`src/rqd_pkg.sv`:
```
// Constants and carrier types for the request descriptor field builder.
// Assumes one clock domain and the AHB-Lite register slave of rqd_fields.
// Functional notes
// - App tagging: tag from low six bits
// - Own tagging: internal tags, descriptor tag ignored
// - Completer ID only for config, ID-routed messages
// - No ARI: completer ID is bus/dev/fn 8/5/3
// - ARI: completer ID is bus plus 8-bit function
// - ID enable set: requester ID from descriptor
// - ID enable clear: captured bus, captured dev unless ARI, descriptor function
// - Enable set, no ARI: device from bits 87:83
// - Traffic class field tied to the request
package rqd_pkg;

  // Register byte offsets
  localparam logic [7:0] RQD_OFS_CTRL  = 8'h00;
  localparam logic [7:0] RQD_OFS_CAPT  = 8'h04;
  localparam logic [7:0] RQD_OFS_STAT  = 8'h08;
  localparam logic [7:0] RQD_OFS_COUNT = 8'h0c;

  // Control field positions and reset value
  localparam int         RQD_CTRL_ARI_BIT = 0;
  localparam int         RQD_CTRL_TAG_BIT = 1;
  localparam int         RQD_CTRL_MODE_LO = 2;
  localparam logic [3:0] RQD_CTRL_RESET   = 4'h0;

  // Tag layout: six usable bits, two reserved
  localparam int         RQD_TAG_W   = 6;
  localparam logic [1:0] RQD_TAG_RSV = 2'h0;

  // Buffer shape
  localparam int RQD_FIFO_DEPTH = 4;

  // AHB encodings
  localparam logic [1:0] RQD_HTRANS_NONSEQ = 2'h2;
  localparam logic [1:0] RQD_HTRANS_SEQ    = 2'h3;
  localparam logic [2:0] RQD_HSIZE_WORD    = 3'h2;

  // Port operating mode
  typedef enum logic [1:0] {
    RQD_MODE_EP   = 2'h0,
    RQD_MODE_SWUP = 2'h1,
    RQD_MODE_RP   = 2'h3
  } rqd_mode_e;

  // Descriptor bits 80..123 plus side flags
  typedef struct packed {
    logic [2:0]  tc;
    logic        rid_en;
    logic [15:0] cpl_id;
    logic [7:0]  tag;
    logic [7:0]  req_bus;
    logic [7:0]  fn_dev;
    logic        is_np;
    logic        id_routed;
  } rqd_desc_s;

  // Header fields handed to the packet builder
  typedef struct packed {
    logic [15:0] req_id;
    logic [7:0]  tag;
    logic [7:0]  cpl_bus;
    logic [4:0]  cpl_dev;
    logic [7:0]  cpl_fn;
    logic [2:0]  tc;
  } rqd_hdr_s;

  localparam int RQD_HDR_W = $bits(rqd_hdr_s);

endpackage

```
`src/rqd_fields.sv`:
```
// Requester descriptor field builder: requester ID, tag, completer ID, TC.
// Assumes descriptors arrive one per valid/ready beat and an AHB-Lite master.
`timescale 1ns/100ps
module rqd_fields
  import rqd_pkg::*;
(
  // Clock and reset
  input  wire logic        mclk_in,
  input  wire logic        nrst_in,
  // AHB-Lite slave
  input  wire logic        hsel_in,
  input  wire logic [31:0] haddr_in,
  input  wire logic [1:0]  htrans_in,
  input  wire logic        hwrite_in,
  input  wire logic [2:0]  hsize_in,
  input  wire logic [31:0] hwdata_in,
  input  wire logic        hready_in,
  output logic             hreadyout_out,
  output logic             hresp_out,
  output logic [31:0]      hrdata_out,
  // Captured IDs from received configuration requests
  input  wire logic        cfg_capture_in,
  input  wire logic [7:0]  cfg_bus_in,
  input  wire logic [4:0]  cfg_dev_in,
  // Descriptor stream in
  input  wire logic        desc_valid_in,
  output logic             desc_ready_out,
  input  wire rqd_desc_s   desc_in,
  // Header fields out
  output logic             hdr_valid_out,
  input  wire logic        hdr_ready_in,
  output rqd_hdr_s         hdr_out
);

  // Control and captured state
  logic [3:0]  ctrl_reg;
  logic [7:0]  cap_bus_reg;
  logic [4:0]  cap_dev_reg;
  logic [5:0]  tag_cnt_reg;
  logic [31:0] count_reg;
  logic        ari_en;
  logic        app_tag;

  // Bus data phase state
  logic        wr_ph_reg;
  logic        rd_ph_reg;
  logic [7:0]  addr_ph_reg;
  logic        addr_ok;

  // Datapath
  rqd_hdr_s    hdr_next;
  logic        push;
  logic        fifo_empty;
  logic [2:0]  fifo_level;

  assign ari_en  = ctrl_reg[RQD_CTRL_ARI_BIT];
  assign app_tag = ctrl_reg[RQD_CTRL_TAG_BIT];

  // Zero-wait slave; every access answers OKAY
  assign hreadyout_out = 1'b1;
  assign hresp_out     = 1'b0;

  // Only whole-word transfers at valid beats are taken
  assign addr_ok = hsel_in && hready_in && htrans_in[1] && hsize_in == RQD_HSIZE_WORD;

  // Address phase capture
  always_ff @(posedge mclk_in or negedge nrst_in)
  begin
    if (!nrst_in)
    begin
      wr_ph_reg   <= 1'b0;
      rd_ph_reg   <= 1'b0;
      addr_ph_reg <= 8'h00;
    end
    else if (hready_in)
    begin
      wr_ph_reg   <= addr_ok && hwrite_in;
      rd_ph_reg   <= addr_ok && !hwrite_in;
      addr_ph_reg <= haddr_in[7:0];
    end
  end

  // Control register write; unmapped writes are dropped
  always_ff @(posedge mclk_in or negedge nrst_in)
  begin
    if (!nrst_in)
    begin
      ctrl_reg <= RQD_CTRL_RESET;
    end
    else if (wr_ph_reg && addr_ph_reg == RQD_OFS_CTRL)
    begin
      ctrl_reg <= hwdata_in[3:0];
    end
  end

  // Read mux straight off flops; unmapped reads return zero
  always_comb
  begin
    hrdata_out = 32'h0000_0000;
    if (rd_ph_reg)
    begin
      unique case (addr_ph_reg)
        RQD_OFS_CTRL:  hrdata_out = {28'h0, ctrl_reg};
        RQD_OFS_CAPT:  hrdata_out = {19'h0, cap_dev_reg, cap_bus_reg};
        RQD_OFS_STAT:  hrdata_out = {21'h0, fifo_level, 2'h0, tag_cnt_reg};
        RQD_OFS_COUNT: hrdata_out = count_reg;
        default:       hrdata_out = 32'h0000_0000;
      endcase
    end
  end

  // Bus and device numbers learned from configuration requests
  always_ff @(posedge mclk_in or negedge nrst_in)
  begin
    if (!nrst_in)
    begin
      cap_bus_reg <= 8'h00;
      cap_dev_reg <= 5'h00;
    end
    else if (cfg_capture_in)
    begin
      cap_bus_reg <= cfg_bus_in;
      cap_dev_reg <= cfg_dev_in;
    end
  end

  // A descriptor is taken only when the buffer has room
  assign push = desc_valid_in && desc_ready_out;

  // Header field assembly
  always_comb
  begin
    hdr_next = '0;
    // Requester ID source chosen by the enable bit
    if (desc_in.rid_en)
    begin
      // Bus, device and function all from the descriptor
      hdr_next.req_id = {desc_in.req_bus, desc_in.fn_dev};
    end
    else if (ari_en)
    begin
      // ARI function number spans all eight bits
      hdr_next.req_id = {cap_bus_reg, desc_in.fn_dev};
    end
    else
    begin
      // Descriptor device bits are ignored here
      hdr_next.req_id = {cap_bus_reg, cap_dev_reg, desc_in.fn_dev[2:0]};
    end
    // Tag source; reserved bits never leak into the header
    if (!desc_in.is_np)
    begin
      hdr_next.tag = 8'h00;
    end
    else if (app_tag)
    begin
      hdr_next.tag = {RQD_TAG_RSV, desc_in.tag[RQD_TAG_W-1:0]};
    end
    else
    begin
      hdr_next.tag = {RQD_TAG_RSV, tag_cnt_reg};
    end
    // Completer ID only where routing uses it; zero otherwise
    if (desc_in.id_routed)
    begin
      hdr_next.cpl_bus = desc_in.cpl_id[15:8];
      if (ari_en)
      begin
        hdr_next.cpl_dev = 5'h00;
        hdr_next.cpl_fn  = desc_in.cpl_id[7:0];
      end
      else
      begin
        hdr_next.cpl_dev = desc_in.cpl_id[7:3];
        hdr_next.cpl_fn  = {5'h00, desc_in.cpl_id[2:0]};
      end
    end
    hdr_next.tc = desc_in.tc;
  end

  // Internal tag allocator advances on each own-tagged non-posted request
  always_ff @(posedge mclk_in or negedge nrst_in)
  begin
    if (!nrst_in)
    begin
      tag_cnt_reg <= 6'h00;
    end
    else if (push && desc_in.is_np && !app_tag)
    begin
      tag_cnt_reg <= tag_cnt_reg + 6'h01;
    end
  end

  // Descriptor counter for software visibility
  always_ff @(posedge mclk_in or negedge nrst_in)
  begin
    if (!nrst_in)
    begin
      count_reg <= 32'h0000_0000;
    end
    else if (push)
    begin
      count_reg <= count_reg + 32'h0000_0001;
    end
  end

  // Buffer decouples the builder from a stalling consumer
  rqd_fifo #(
    .W (RQD_HDR_W),
    .D (RQD_FIFO_DEPTH)
  ) u_fifo (
    .mclk_in      (mclk_in),
    .nrst_in      (nrst_in),
    .wr_valid_in  (desc_valid_in),
    .wr_ready_out (desc_ready_out),
    .wr_data_in   (hdr_next),
    .rd_valid_out (hdr_valid_out),
    .rd_ready_in  (hdr_ready_in),
    .rd_data_out  (hdr_out),
    .level_out    (fifo_level)
  );

  assign fifo_empty = (fifo_level == 3'h0);
endmodule

```
`src/rqd_fifo.sv`:
```
// Small flip-flop FIFO with valid/ready on both sides.
// Assumes a single clock; full and empty are exact.
`timescale 1ns/100ps
module rqd_fifo #(
  parameter int W = 8,
  parameter int D = 4
) (
  // Clock and reset
  input  wire logic         mclk_in,
  input  wire logic         nrst_in,
  // Fill side
  input  wire logic         wr_valid_in,
  output logic              wr_ready_out,
  input  wire logic [W-1:0] wr_data_in,
  // Drain side
  output logic              rd_valid_out,
  input  wire logic         rd_ready_in,
  output logic [W-1:0]      rd_data_out,
  // Fill level
  output logic [$clog2(D):0] level_out
);
  localparam int AW = $clog2(D);

  logic [W-1:0]  mem_reg [D];
  logic [AW-1:0] wp_reg;
  logic [AW-1:0] rp_reg;
  logic [AW:0]   cnt_reg;
  logic          push;
  logic          pop;

  // Handshakes
  assign wr_ready_out = (cnt_reg < (AW+1)'(D)); // Refuses only when all D slots hold data
  assign rd_valid_out = (cnt_reg != '0);
  assign push         = wr_valid_in && wr_ready_out;
  assign pop          = rd_valid_out && rd_ready_in;
  assign rd_data_out  = mem_reg[rp_reg];
  assign level_out    = cnt_reg;

  // Storage; no reset needed on data
  always_ff @(posedge mclk_in)
  begin
    if (push)
    begin
      mem_reg[wp_reg] <= wr_data_in;
    end
  end

  // Pointers and count
  always_ff @(posedge mclk_in or negedge nrst_in)
  begin
    if (!nrst_in)
    begin
      wp_reg  <= '0;
      rp_reg  <= '0;
      cnt_reg <= '0;
    end
    else
    begin
      if (push)
      begin
        wp_reg <= (wp_reg == AW'(D-1)) ? '0 : wp_reg + 1'b1;
      end
      if (pop)
      begin
        rp_reg <= (rp_reg == AW'(D-1)) ? '0 : rp_reg + 1'b1;
      end
      if (push && !pop)
      begin
        cnt_reg <= cnt_reg + 1'b1;
      end
      else if (pop && !push)
      begin
        cnt_reg <= cnt_reg - 1'b1;
      end
    end
  end
endmodule

```
`config.mk`:
```
export PLATFORM = sky130hd
export DESIGN_NAME = rqd_fields
export DESIGN_NICKNAME = d
export VERILOG_FILES = /design/src/rqd_pkg.sv /design/src/rqd_fields.sv /design/src/rqd_fifo.sv
export SDC_FILE = /design/constraint.sdc
export NUM_CORES = 1
export LEC_CHECK = 0
export BUFFER_PORTS_ARGS = -buffer_cell sky130_fd_sc_hd__buf_2
export CAP_MARGIN = 30
export CELL_PAD_IN_SITES_DETAIL_PLACEMENT = 0
export CELL_PAD_IN_SITES_GLOBAL_PLACEMENT = 1
export CORE_MARGIN = 2
export CORE_UTILIZATION = 25
export CTS_CLUSTER_SIZE = 40
export DETAILED_ROUTE_END_ITERATION = 12
export HOLD_SLACK_MARGIN = 0.02
export PLACE_DENSITY_LB_ADDON = 0.08
export SLEW_MARGIN = 40
export SYNTH_ARGS = -nofsm -noshare
export SYNTH_HDL_FRONTEND = slang
export SYNTH_SLANG_ARGS = --single-unit
export TNS_END_PERCENT = 1
```
`constraint.sdc`:
```
create_clock -name mclk_in -period 3.7 [get_ports mclk_in]
set_clock_uncertainty 0.1 [all_clocks]
set_input_delay 0.555 -clock mclk_in [delete_from_list [all_inputs] [get_ports mclk_in]]
set_output_delay 0.555 -clock mclk_in [all_outputs]
set_load 0.01 [all_outputs]
```
==> results of run 1 <==
## metrics by stage
step,std cells,instance area (um2),utilization (%)
floorplan,619,10700,-
global placement,1298,12200,29.0
detailed placement,1298,12200,29.0
CTS,1359,13300,31.5
global route,1359,13300,31.5
finish,1359,13300,31.5
## layer usage
metal	wire, um	vias to the layer above	global-route usage, %	part of all wire [%]
met3	1430	46	3.67	5.3
met2	13600	142	21.6	50
li1	-	2707	-	-
met5	12	-	0	0.044
met1	11500	3042	15.0	42
met4	622	2	3.84	2.3
## power by group
group / switching, mW / total, mW / leakage (nW) / internal [mW]
clock: 1.21 / 3.08 / 0.508 / 1.87
combinational: 1.04 / 2.08 / 1.97 / 1.04
sequential: 0.330 / 3.85 / 2.60 / 3.52
## cell families after synthesis
logic type                 count (synthesis)  synth area share [%]
xor gates and xnor gates                  39                  3.20
and+or+nand+nor                          152                  8.32
muxes                                    106                  16.3
other                                      2                0.0704
adders and majority gates                  9                  1.13
AOI/OAI and AO/OA                         11                 0.563
DFF                                      256                  68.7
buffers and inverters                     42                  1.71
## cells in the mapped netlist (all sizes together) (13+ instances only)
cell type,number,share of area (%)
dfrtp,72,17
nor2,22,0.80
nand2,15,0.53
mux2,41,4.3
buf,16,0.80
xnor2,26,2.1
nand4,14,0.82
mux2i,15,1.4
clkbuf,15,0.53
mux4,50,11
xor2,13,1.1
edfxtp,184,52
and2,41,2.4
and3,14,0.82
nor2b,13,0.76
nand3,13,0.61
## final cells by class
type                            count  area [um2]  area share [%]
Clock inverter                     18         144            1.09
Timing Repair Buffer              172         975            7.36
Multi-Input combinational cell    321        3180            24.0
Clock buffer                       42         902            6.81
Tap cell                          539         674            5.09
Inverter                           11        41.3           0.312
Sequential cell                   256        7330            55.3
## layout by cell type (no fill, tap or decap), drive strengths merged, types with 3 or more instances in the layout
master / n
edfxtp: 184
mux2: 41
inv: 13
a21oi: 5
mux2i: 15
nor4: 4
clkinv: 12
nand3: 13
o21ai: 3
nor3: 7
nor2: 22
nor2b: 13
nand2: 15
dfrtp: 72
and3: 14
xor2: 13
and2: 41
buf: 171
mux4: 50
conb: 4
xnor2: 26
ha: 8
nand4: 14
clkbuf: 42
and4: 4
## path summary, 6_finish.rpt
| check | startpoint | to | slack, ns | depth (start not counted) |
|---|---|---|---|---|
| min | hwrite_in | rd_ph_reg | 0.14 | 2 |
| max in group asynchronous | nrst_in | u_fifo.rp_reg[0] | 2.42 | 2 |
| max | addr_ph_reg[1] | hrdata_out[13] | 0.44 | 5 |
| min in group asynchronous | nrst_in | count_reg[22] | 0.52 | 2 |
| min reg2reg | count_reg[20] | count_reg[20] | 0.38 | 1 |
| max reg2reg | u_fifo.level_out[2] | u_fifo.mem_reg[0][3] | 1.23 | 4 |
==> metrics.md, run 1 <==
| Metric | Value |
|---|---|
| Status | finished clean |
| # IOs | 220 |
| Remaining DRCs | 0 |
| Total power | approximately 9 mW |
| Hold crit path type | input port to flip-flop |
| Die area | approximately 44,000 um2 |
| Fill cells | roughly 4,200 |
| Post-CTS Setup Bufs | 0 |
| Final HPWL DP | ~18 mm |
| Clock H-tree levels | 2 |
| Die W | 211 um |
| Drt first pass iters | 4 |
| Buffer and inverter count on the worst path | 1 |
| Final Max Slew Viols | 0 |
| Place WS | roughly 0.87 ns |
| CTS sink count | 256 |
| Crit path kind | flip-flop to output port |
| Cells after synthesis | 617 |
| Worst slew pin tran | between 0.7 and 0.8 ns |
| Layout cells sized above 1 | about two fifths |
| Worst hold slack | roughly 0.14 ns |
| Clk_lat worst skew | 0.52 ns |
| Row count | 75 |
| Area Growth Syn to Fin | 24.2% |
| Iter 0 DRT Violations | about 250 |
| GRT Overall Usage | about an eighth |
| Total negative slack | 0 ns |
| Critical path fanouts, max | 19 |
| CP max stage delay | 0.54 ns |
| Flops & latches, synth | around 260 |
| Post-CTS resize count | 0 |
| Max FFs per register | ~180 |
| Post-synth EDFFs | around 180 |
| Yosys warning count | 0 |
| Tmin final | between 3 and 4 ns |
| Peak supply drop | approximately 0.23 mV |
| Synth Flop Type | edfxtp_1 |
| Routed vias/inst | ~4.4 |
| First-pass GRT wire length | just over 40 mm |
| Final setup vio count | 0 |
| Gr ovfl total | 0 |
| Vias in the first global route | 6,634 |
| Largest net degree at the start of global routing | 73 |
| RSZ-0062 raised after global routing | false |
| Arrival time worst endpoint | 2.61 ns |
| Clock-pin transition on the worst setup and hold timing paths | ~0.050 ns |
| Sequential fraction of the synthesis area | 68.7% |
| Root buffer cell | clkbuf_16 |
| Worst Setup Slack, final | 0.439 ns |
| Async S/R FF share, synth | between 20% and 30% |
| Required time worst endpoint | slightly above 3 ns |
| Slew headroom | approximately 52% |
| Syn_area_per_cell | 17.3 um2 |
| CP Launch Type | flip-flop |
| Core Region | ~42,000 um2 |
| DR vias | a little under 6,000 |
| Unique masters post-synth | 38 |
| IO Port Bufs | 160 |
| Max Fclk | just over 300 MHz |
| Routed wire length | between 20 and 30 mm |
| CP max-delay cell | nor4_1 |
| # nets final | ~940 |
| CTS hold repair buffers | 1 |
| Max-cap viol count | 0 |
| Routed len/inst | approximately 20 um |
| CP endpoint kind | output port |
| PD cells | about 680 nW/um2 |
| Final period util | approximately nine tenths |
| N_diodes | 0 |
| Netlist Area Pre-Place | between 10,000 and 15,000 um2 |
| Critical-path cell list | nor4_1 > nand4_1 > nor2_2 > and2_1 > buf_2 |
| Die height | about 210 um |
| Final ANT Viol Nets | 0 |
| Clk buf depth | 3 |
| RePlAce Congestion | 0.732 |
| Delay-heaviest family, CP | simple AND/OR/NAND/NOR gates |
| TritonCTS Buffers | 34 |
| Final hold viol count | 0 |
| P_leak | 5.08 nW |
| CTS tree | yes |
| Initial Util | between 20% and 30% |
| Initial antenna violation count | 2 |
Note: power is estimated with default switching activity, not from simulation.
==> run 2: changes to the inputs <==
- CORE_UTILIZATION: 25 -> 46
==> run 2 against run 1 <==
Net effect:
- cell area down 4.3%
- first-iteration DRC count up 12%
- hold slack better by 0.0050 ns
- wire length down 18%
- critical path depth unchanged
- maximum frequency down 1.3%
- setup slack worse by 0.041 ns
- clock power down 15%
- sequential share of layout area up 2.5 points
- die area down 45%
==> metrics.md, run 2 (synthesis results as in run 1) <==
| Metric | Value |
|---|---|
| Required time worst endpoint | around 3 ns |
| Critical-path cell list | nor4_1 > nand4_1 > nor2_2 > and2_1 > buf_2 |
| Final hold viol count | 0 |
| Delay-heaviest family, CP | simple AND/OR/NAND/NOR gates |
| # nets final | a little over 900 |
| Hold path cells | 2 |
| # IOs | 220 |
| Die area | 24,400 um2 |
| Core Region | 22,700 um2 |
| Die W | approximately 160 um |
| Final HPWL DP | 14.7 mm |
| Clk_lat worst skew | just over 0.5 ns |
| First-pass GRT wire length | 34.3 mm |
| Post-CTS resize count | 0 |
| Max-cap viol count | 0 |
| Peak supply drop | ~0.37 mV |
| Layout cells sized above 1 | approximately 39% |
| DR vias | 5,875 |
| Total power | between 8 and 9 mW |
| Crit path kind | flip-flop to output port |
| CP Launch Type | flip-flop |
| CTS hold repair buffers | 1 |
| Vias in the first global route | 6,227 |
| Max FFs per register | about 180 |
| CP max stage delay | roughly 0.54 ns |
| RePlAce Congestion | about 0.80 |
| Initial Util | a little under half |
| Worst hold slack | approximately 0.15 ns |
| IO Port Bufs | 160 |
| Clk buf depth | 3 |
| Clock H-tree levels | 1 |
| Remaining DRCs | 0 |
| RSZ-0062 raised after global routing | false |
| Die height | ~160 um |
| Iter 0 DRT Violations | 278 |
| PD cells | ~660 nW/um2 |
| Commonest non-fill, non-tap cell in the layout | edfxtp_1 |
| Status | finished clean |
| Tmin final | about 3.3 ns |
| CP max-delay cell | nor2_2 |
| GRT Overall Usage | roughly 18% |
| Routed vias/inst | ~5.4 |
| Fill cells | around 1,800 |
| Routed len/inst | 20.3 um |
| Final ANT Viol Nets | 0 |
| Final period util | between 80% and 90% |
| Buffer and inverter count on the worst path | 1 |
| Reg2reg start | u_fifo.level_out[2] |
| Final Max Slew Viols | 0 |
| R2R setup slack | about 1.3 ns |
| Most frequent cells in the layout | 184 x edfxtp_1, 159 x buf_2, 70 x dfrtp_1 |
| R2R depth | 3 |
| Root buffer cell | clkbuf_16 |
| Hold EP | rd_ph_reg |
| P_leak | between 4 and 5 nW |
| Clock-pin transition on the worst setup and hold timing paths | about 0.060 ns |
| N_diodes | 0 |
| Final setup vio count | 0 |
| Critical path fanouts, max | 19 |
| Total negative slack | 0 ns |
| Arrival time worst endpoint | between 2 and 3 ns |
| Initial antenna violation count | 0 |
| Gr ovfl total | 0 |
| Drt first pass iters | 4 |
| TritonCTS Buffers | 27 |
| Core Util, Final | a little under three fifths |
| FF-to-FF End | u_fifo.mem_reg[2][25] |
| Hold crit path type | input port to flip-flop |
| Hold Crit Start | hwrite_in |
| CP endpoint kind | output port |
| Post-CTS Setup Bufs | 0 |
| Row count | 55 |
| Largest net degree at the start of global routing | 39 |
| Worst slew pin tran | a little under 0.8 ns |
| Slew headroom | 48.0% |
| Routed wire length | roughly 22 mm |
| CTS sink count | between 200 and 300 |
| Max Fclk | between 300 and 400 MHz |
| CTS tree | yes |
| Place WS | 0.877 ns |
| Area Growth Syn to Fin | 18.8% |
| Worst Setup Slack, final | 0.397 ns |
[run 2: per-layer routing]
metal  track usage, %  vias up  wire (um)
met2             32.5      162      11200
met3             2.77       20        981
met1             24.1     3012       9720
met4             3.76        0        246
li1                 -     2681          -
met5                0        -          0
[run 2: how the worst max path moves through the flow]
| stage | cells after the start | slack (ns) | to | start |
|---|---|---|---|---|
| after floorplan | 3 | 0.93 | u_fifo.mem_reg[3][0] | desc_valid_in |
| after global placement | 5 | 0.90 | hrdata_out[13] | addr_ph_reg[1] |
| after detailed placement | 5 | 0.88 | hrdata_out[13] | addr_ph_reg[0] |
| after CTS | 5 | 0.32 | hrdata_out[13] | addr_ph_reg[0] |
| after global routing | 5 | 0.13 | hrdata_out[13] | addr_ph_reg[0] |
| final | 5 | 0.40 | hrdata_out[13] | addr_ph_reg[1] |
[run 2: final cells by class]
class                   instances  area, um2  share of cell area, %
clock buffers                  34        722                   5.69
clock inverters                13        134                   1.06
repair buffers                172        908                   7.17
flip-flops and latches        256       7330                   57.8
multi-input cells             321       3180                   25.1
well taps                     285        357                   2.81
inverters                      11       41.3                  0.326
[run 2: worst reg2reg max path, cell delays in order (launching register included)]
cell	delay [ns]
dfrtp_1	0.42
nor2b_1	0.46
and2_2	0.41
buf_4	0.55
[run 2: through the flow]
step	instance area, um2	cells
finish	12700	1092
floorplan	10700	619
global placement	11800	1044
CTS	12700	1092
detailed placement	11800	1044
global route	12700	1092
[run 2: report_power, final]
part	internal, mW	total (mW)	switching (mW)
Sequential	3.52	3.87	0.345
Combinational	0.997	1.95	0.955
Clock	1.57	2.61	1.03
Total	6.09	8.43	2.33
==> run 3: changes to the inputs <==
- CORE_UTILIZATION: 46 -> 30
- clock period: 3.7 -> 2.89 ns (I/O delays scaled with it)
==> run 3 against run 2 <==
Net effect:
- hold slack got worse by 0.096 ns
- highest routed layer unchanged
- cell count increased by 21%
- die area increased by 52%
- global-route usage decreased by 4.4 points
- clock power increased by 41%
- utilization decreased by 17 points
- non-clock buffer count increased by 40
- first-iteration DRC count increased by 8.3%
- combinational power increased by 48%
- critical path type unchanged
- via count increased by 3.2%
- setup slack got worse by 0.21 ns
==> metrics.md, run 3 (synthesis results as in run 1) <==
| Metric | Value |
|---|---|
| Final HPWL DP | around 17 mm |
| Die area | 37,100 um2 |
| Total power | 11.5 mW |
| Core Util, Final | between 30% and 40% |
| Max FFs per register | between 150 and 200 |
| Die W | just under 200 um |
| Crit path kind | flip-flop to output port |
| Max Fclk | about 370 MHz |
| Gr ovfl total | 0 |
| Initial Util | between 30% and 40% |
| CP Launch Type | flip-flop |
| Hold crit path type | input port to flip-flop |
| GR peak layer | met2 |
| Routed vias/inst | 4.61 |
| Row count | 69 |
| Root buffer cell | clkbuf_16 |
| Critical-path cell list | buf_12 > mux4_2 > buf_6 |
| Remaining DRCs | 0 |
| Hold EP | ctrl_reg[0] |
| Die height | just under 200 um |
| Layout cells sized above 1 | 38.4% |
| Peak supply drop | 0.529 mV |
| Hold Crit Start | hwdata_in[0] |
| Clk_lat worst skew | 0.56 ns |
| Worst hold slack | about 0.053 ns |
| Hold path cells | 2 |
| FF-to-FF End | u_fifo.level_out[2] |
| Dpl cells | between 1,000 and 1,500 |
| First-pass GRT wire length | roughly 39 mm |
| Finished Layout Cells | approximately 1,300 |
| Critical path fanouts, max | 14 |
| P_leak | about 5.3 nW |
| Final period util | 93.5% |
| CP max-delay cell | dfrtp_4 |
| Drt first pass iters | 4 |
| Met2 usage | between 20 and 25% |
| Routed wire length | roughly 26 mm |
| Area Growth Syn to Fin | 27.2% |
| Most frequent cells in the layout | 184 x edfxtp_1, 149 x buf_2, 70 x dfrtp_1 |
| R2R setup slack | about 0.52 ns |
| Routed len/inst | 19.4 um |
| Commonest non-fill, non-tap cell in the layout | edfxtp_1 |
| M3 GR Usage | 2.89% |
| Initial antenna violation count | 1 |
| Vias in the first global route | 6,571 |
| Required time worst endpoint | between 2 and 2.5 ns |
| Iter 0 DRT Violations | 301 |
| Worst Setup Slack, final | around 0.19 ns |
| Clock-pin transition on the worst setup and hold timing paths | ~0.060 ns |
| PD cells | 846 nW/um2 |
| CTS tree | yes |
| Arrival time worst endpoint | approximately 2.2 ns |
| IO Port Bufs | between 150 and 200 |
| Final setup vio count | 0 |
| Max-cap viol count | 0 |
| Placed inst area | between 10,000 and 15,000 um2 |
| RePlAce Congestion | about 0.74 |
| CP max stage delay | ~0.67 ns |
| Final ANT Viol Nets | 0 |
| Total negative slack | 0 ns |
| Place WS | 0.458 ns |
| Worst slew pin tran | 0.596 ns |
| # nets final | 976 |
| Tmin final | approximately 2.7 ns |
| Reg2reg start | u_fifo.level_out[1] |
| Slew headroom | approximately three fifths |
| Core Region | between 30,000 and 40,000 um2 |
| CP endpoint kind | output port |
| Largest net degree at the start of global routing | between 50 and 60 |
| R2R depth | 8 |
| Final hold viol count | 0 |
| Status | finished clean |
| GRT Overall Usage | ~14% |
| DR vias | 6,065 |
| Clock H-tree levels | 1 |
| CTS sink count | around 260 |
| Clk buf depth | 3 |
| TritonCTS Buffers | 29 |
| # IOs | 220 |
| GR Layer Usage met1 | between 15 and 20% |
| Final Max Slew Viols | 0 |
| Post-route cell area | around 14,000 um2 |
| RSZ-0062 raised after global routing | false |
run 3: cell count changes in the layout (fill, tap and decap cells not counted), moves of 3 or more:
| cell | change |
|---|---|
| buf_12 | +7 |
| buf_2 | -10 |
| buf_6 | +11 |
| clkbuf_1 | -3 |
| clkinv_1 | +3 |
| dlygate4sd3_1 | +31 |
run 3: routing by layer:
metal | share of wire (%) | vias to the layer above
li1 | - | 2778
met1 | 42 | 3116
met2 | 51 | 136
met3 | 4.9 | 35
met4 | 2.4 | 0
met5 | 0 | -
run 3: area by class of cell:
type	count	area, um2
fillers	3311	21700
repair buffers	212	1460
diodes	1	2.50
clock buffers	31	733
well taps	461	577
flip-flops and latches	256	7330
clock inverters	23	229
multi-input cells	321	3200
inverters	11	41.3
run 3: worst max-delay path by stage:
| stage | endpoint | startpoint | depth (start not counted) | slack [ns] |
|---|---|---|---|---|
| finish | hdr_out[46] | u_fifo.rp_reg[0] | 3 | 0.19 |
| global route | hdr_out[46] | u_fifo.rp_reg[0] | 3 | 0.04 |
| CTS | hdr_out[46] | u_fifo.rp_reg[0] | 3 | -0.05 |
| detailed placement | hrdata_out[5] | addr_ph_reg[1] | 4 | 0.46 |
| global placement | hrdata_out[4] | addr_ph_reg[1] | 4 | 0.53 |
| floorplan | u_fifo.mem_reg[3][0] | desc_valid_in | 3 | 0.24 |
run 3: where the power goes:
part | leakage [nW] | switching, mW | internal [mW]
Combinational | 2.18 | 1.35 | 1.53
Clock | 0.470 | 1.49 | 2.19
Sequential | 2.60 | 0.407 | 4.51
run 3: timing repair:
item                                    CTS  global route
endpoints found under the setup margin   50            45
buffers inserted                          0             1
hold buffers                             32             0
gates resized for setup                  12             1
hold endpoints to repair                104             0
run 3: critical path: cells and delay by family (launching register included):
kind,cells,cell delay [ns]
muxes,1,0.54
buffers and inverters,2,0.37
DFF,1,0.67
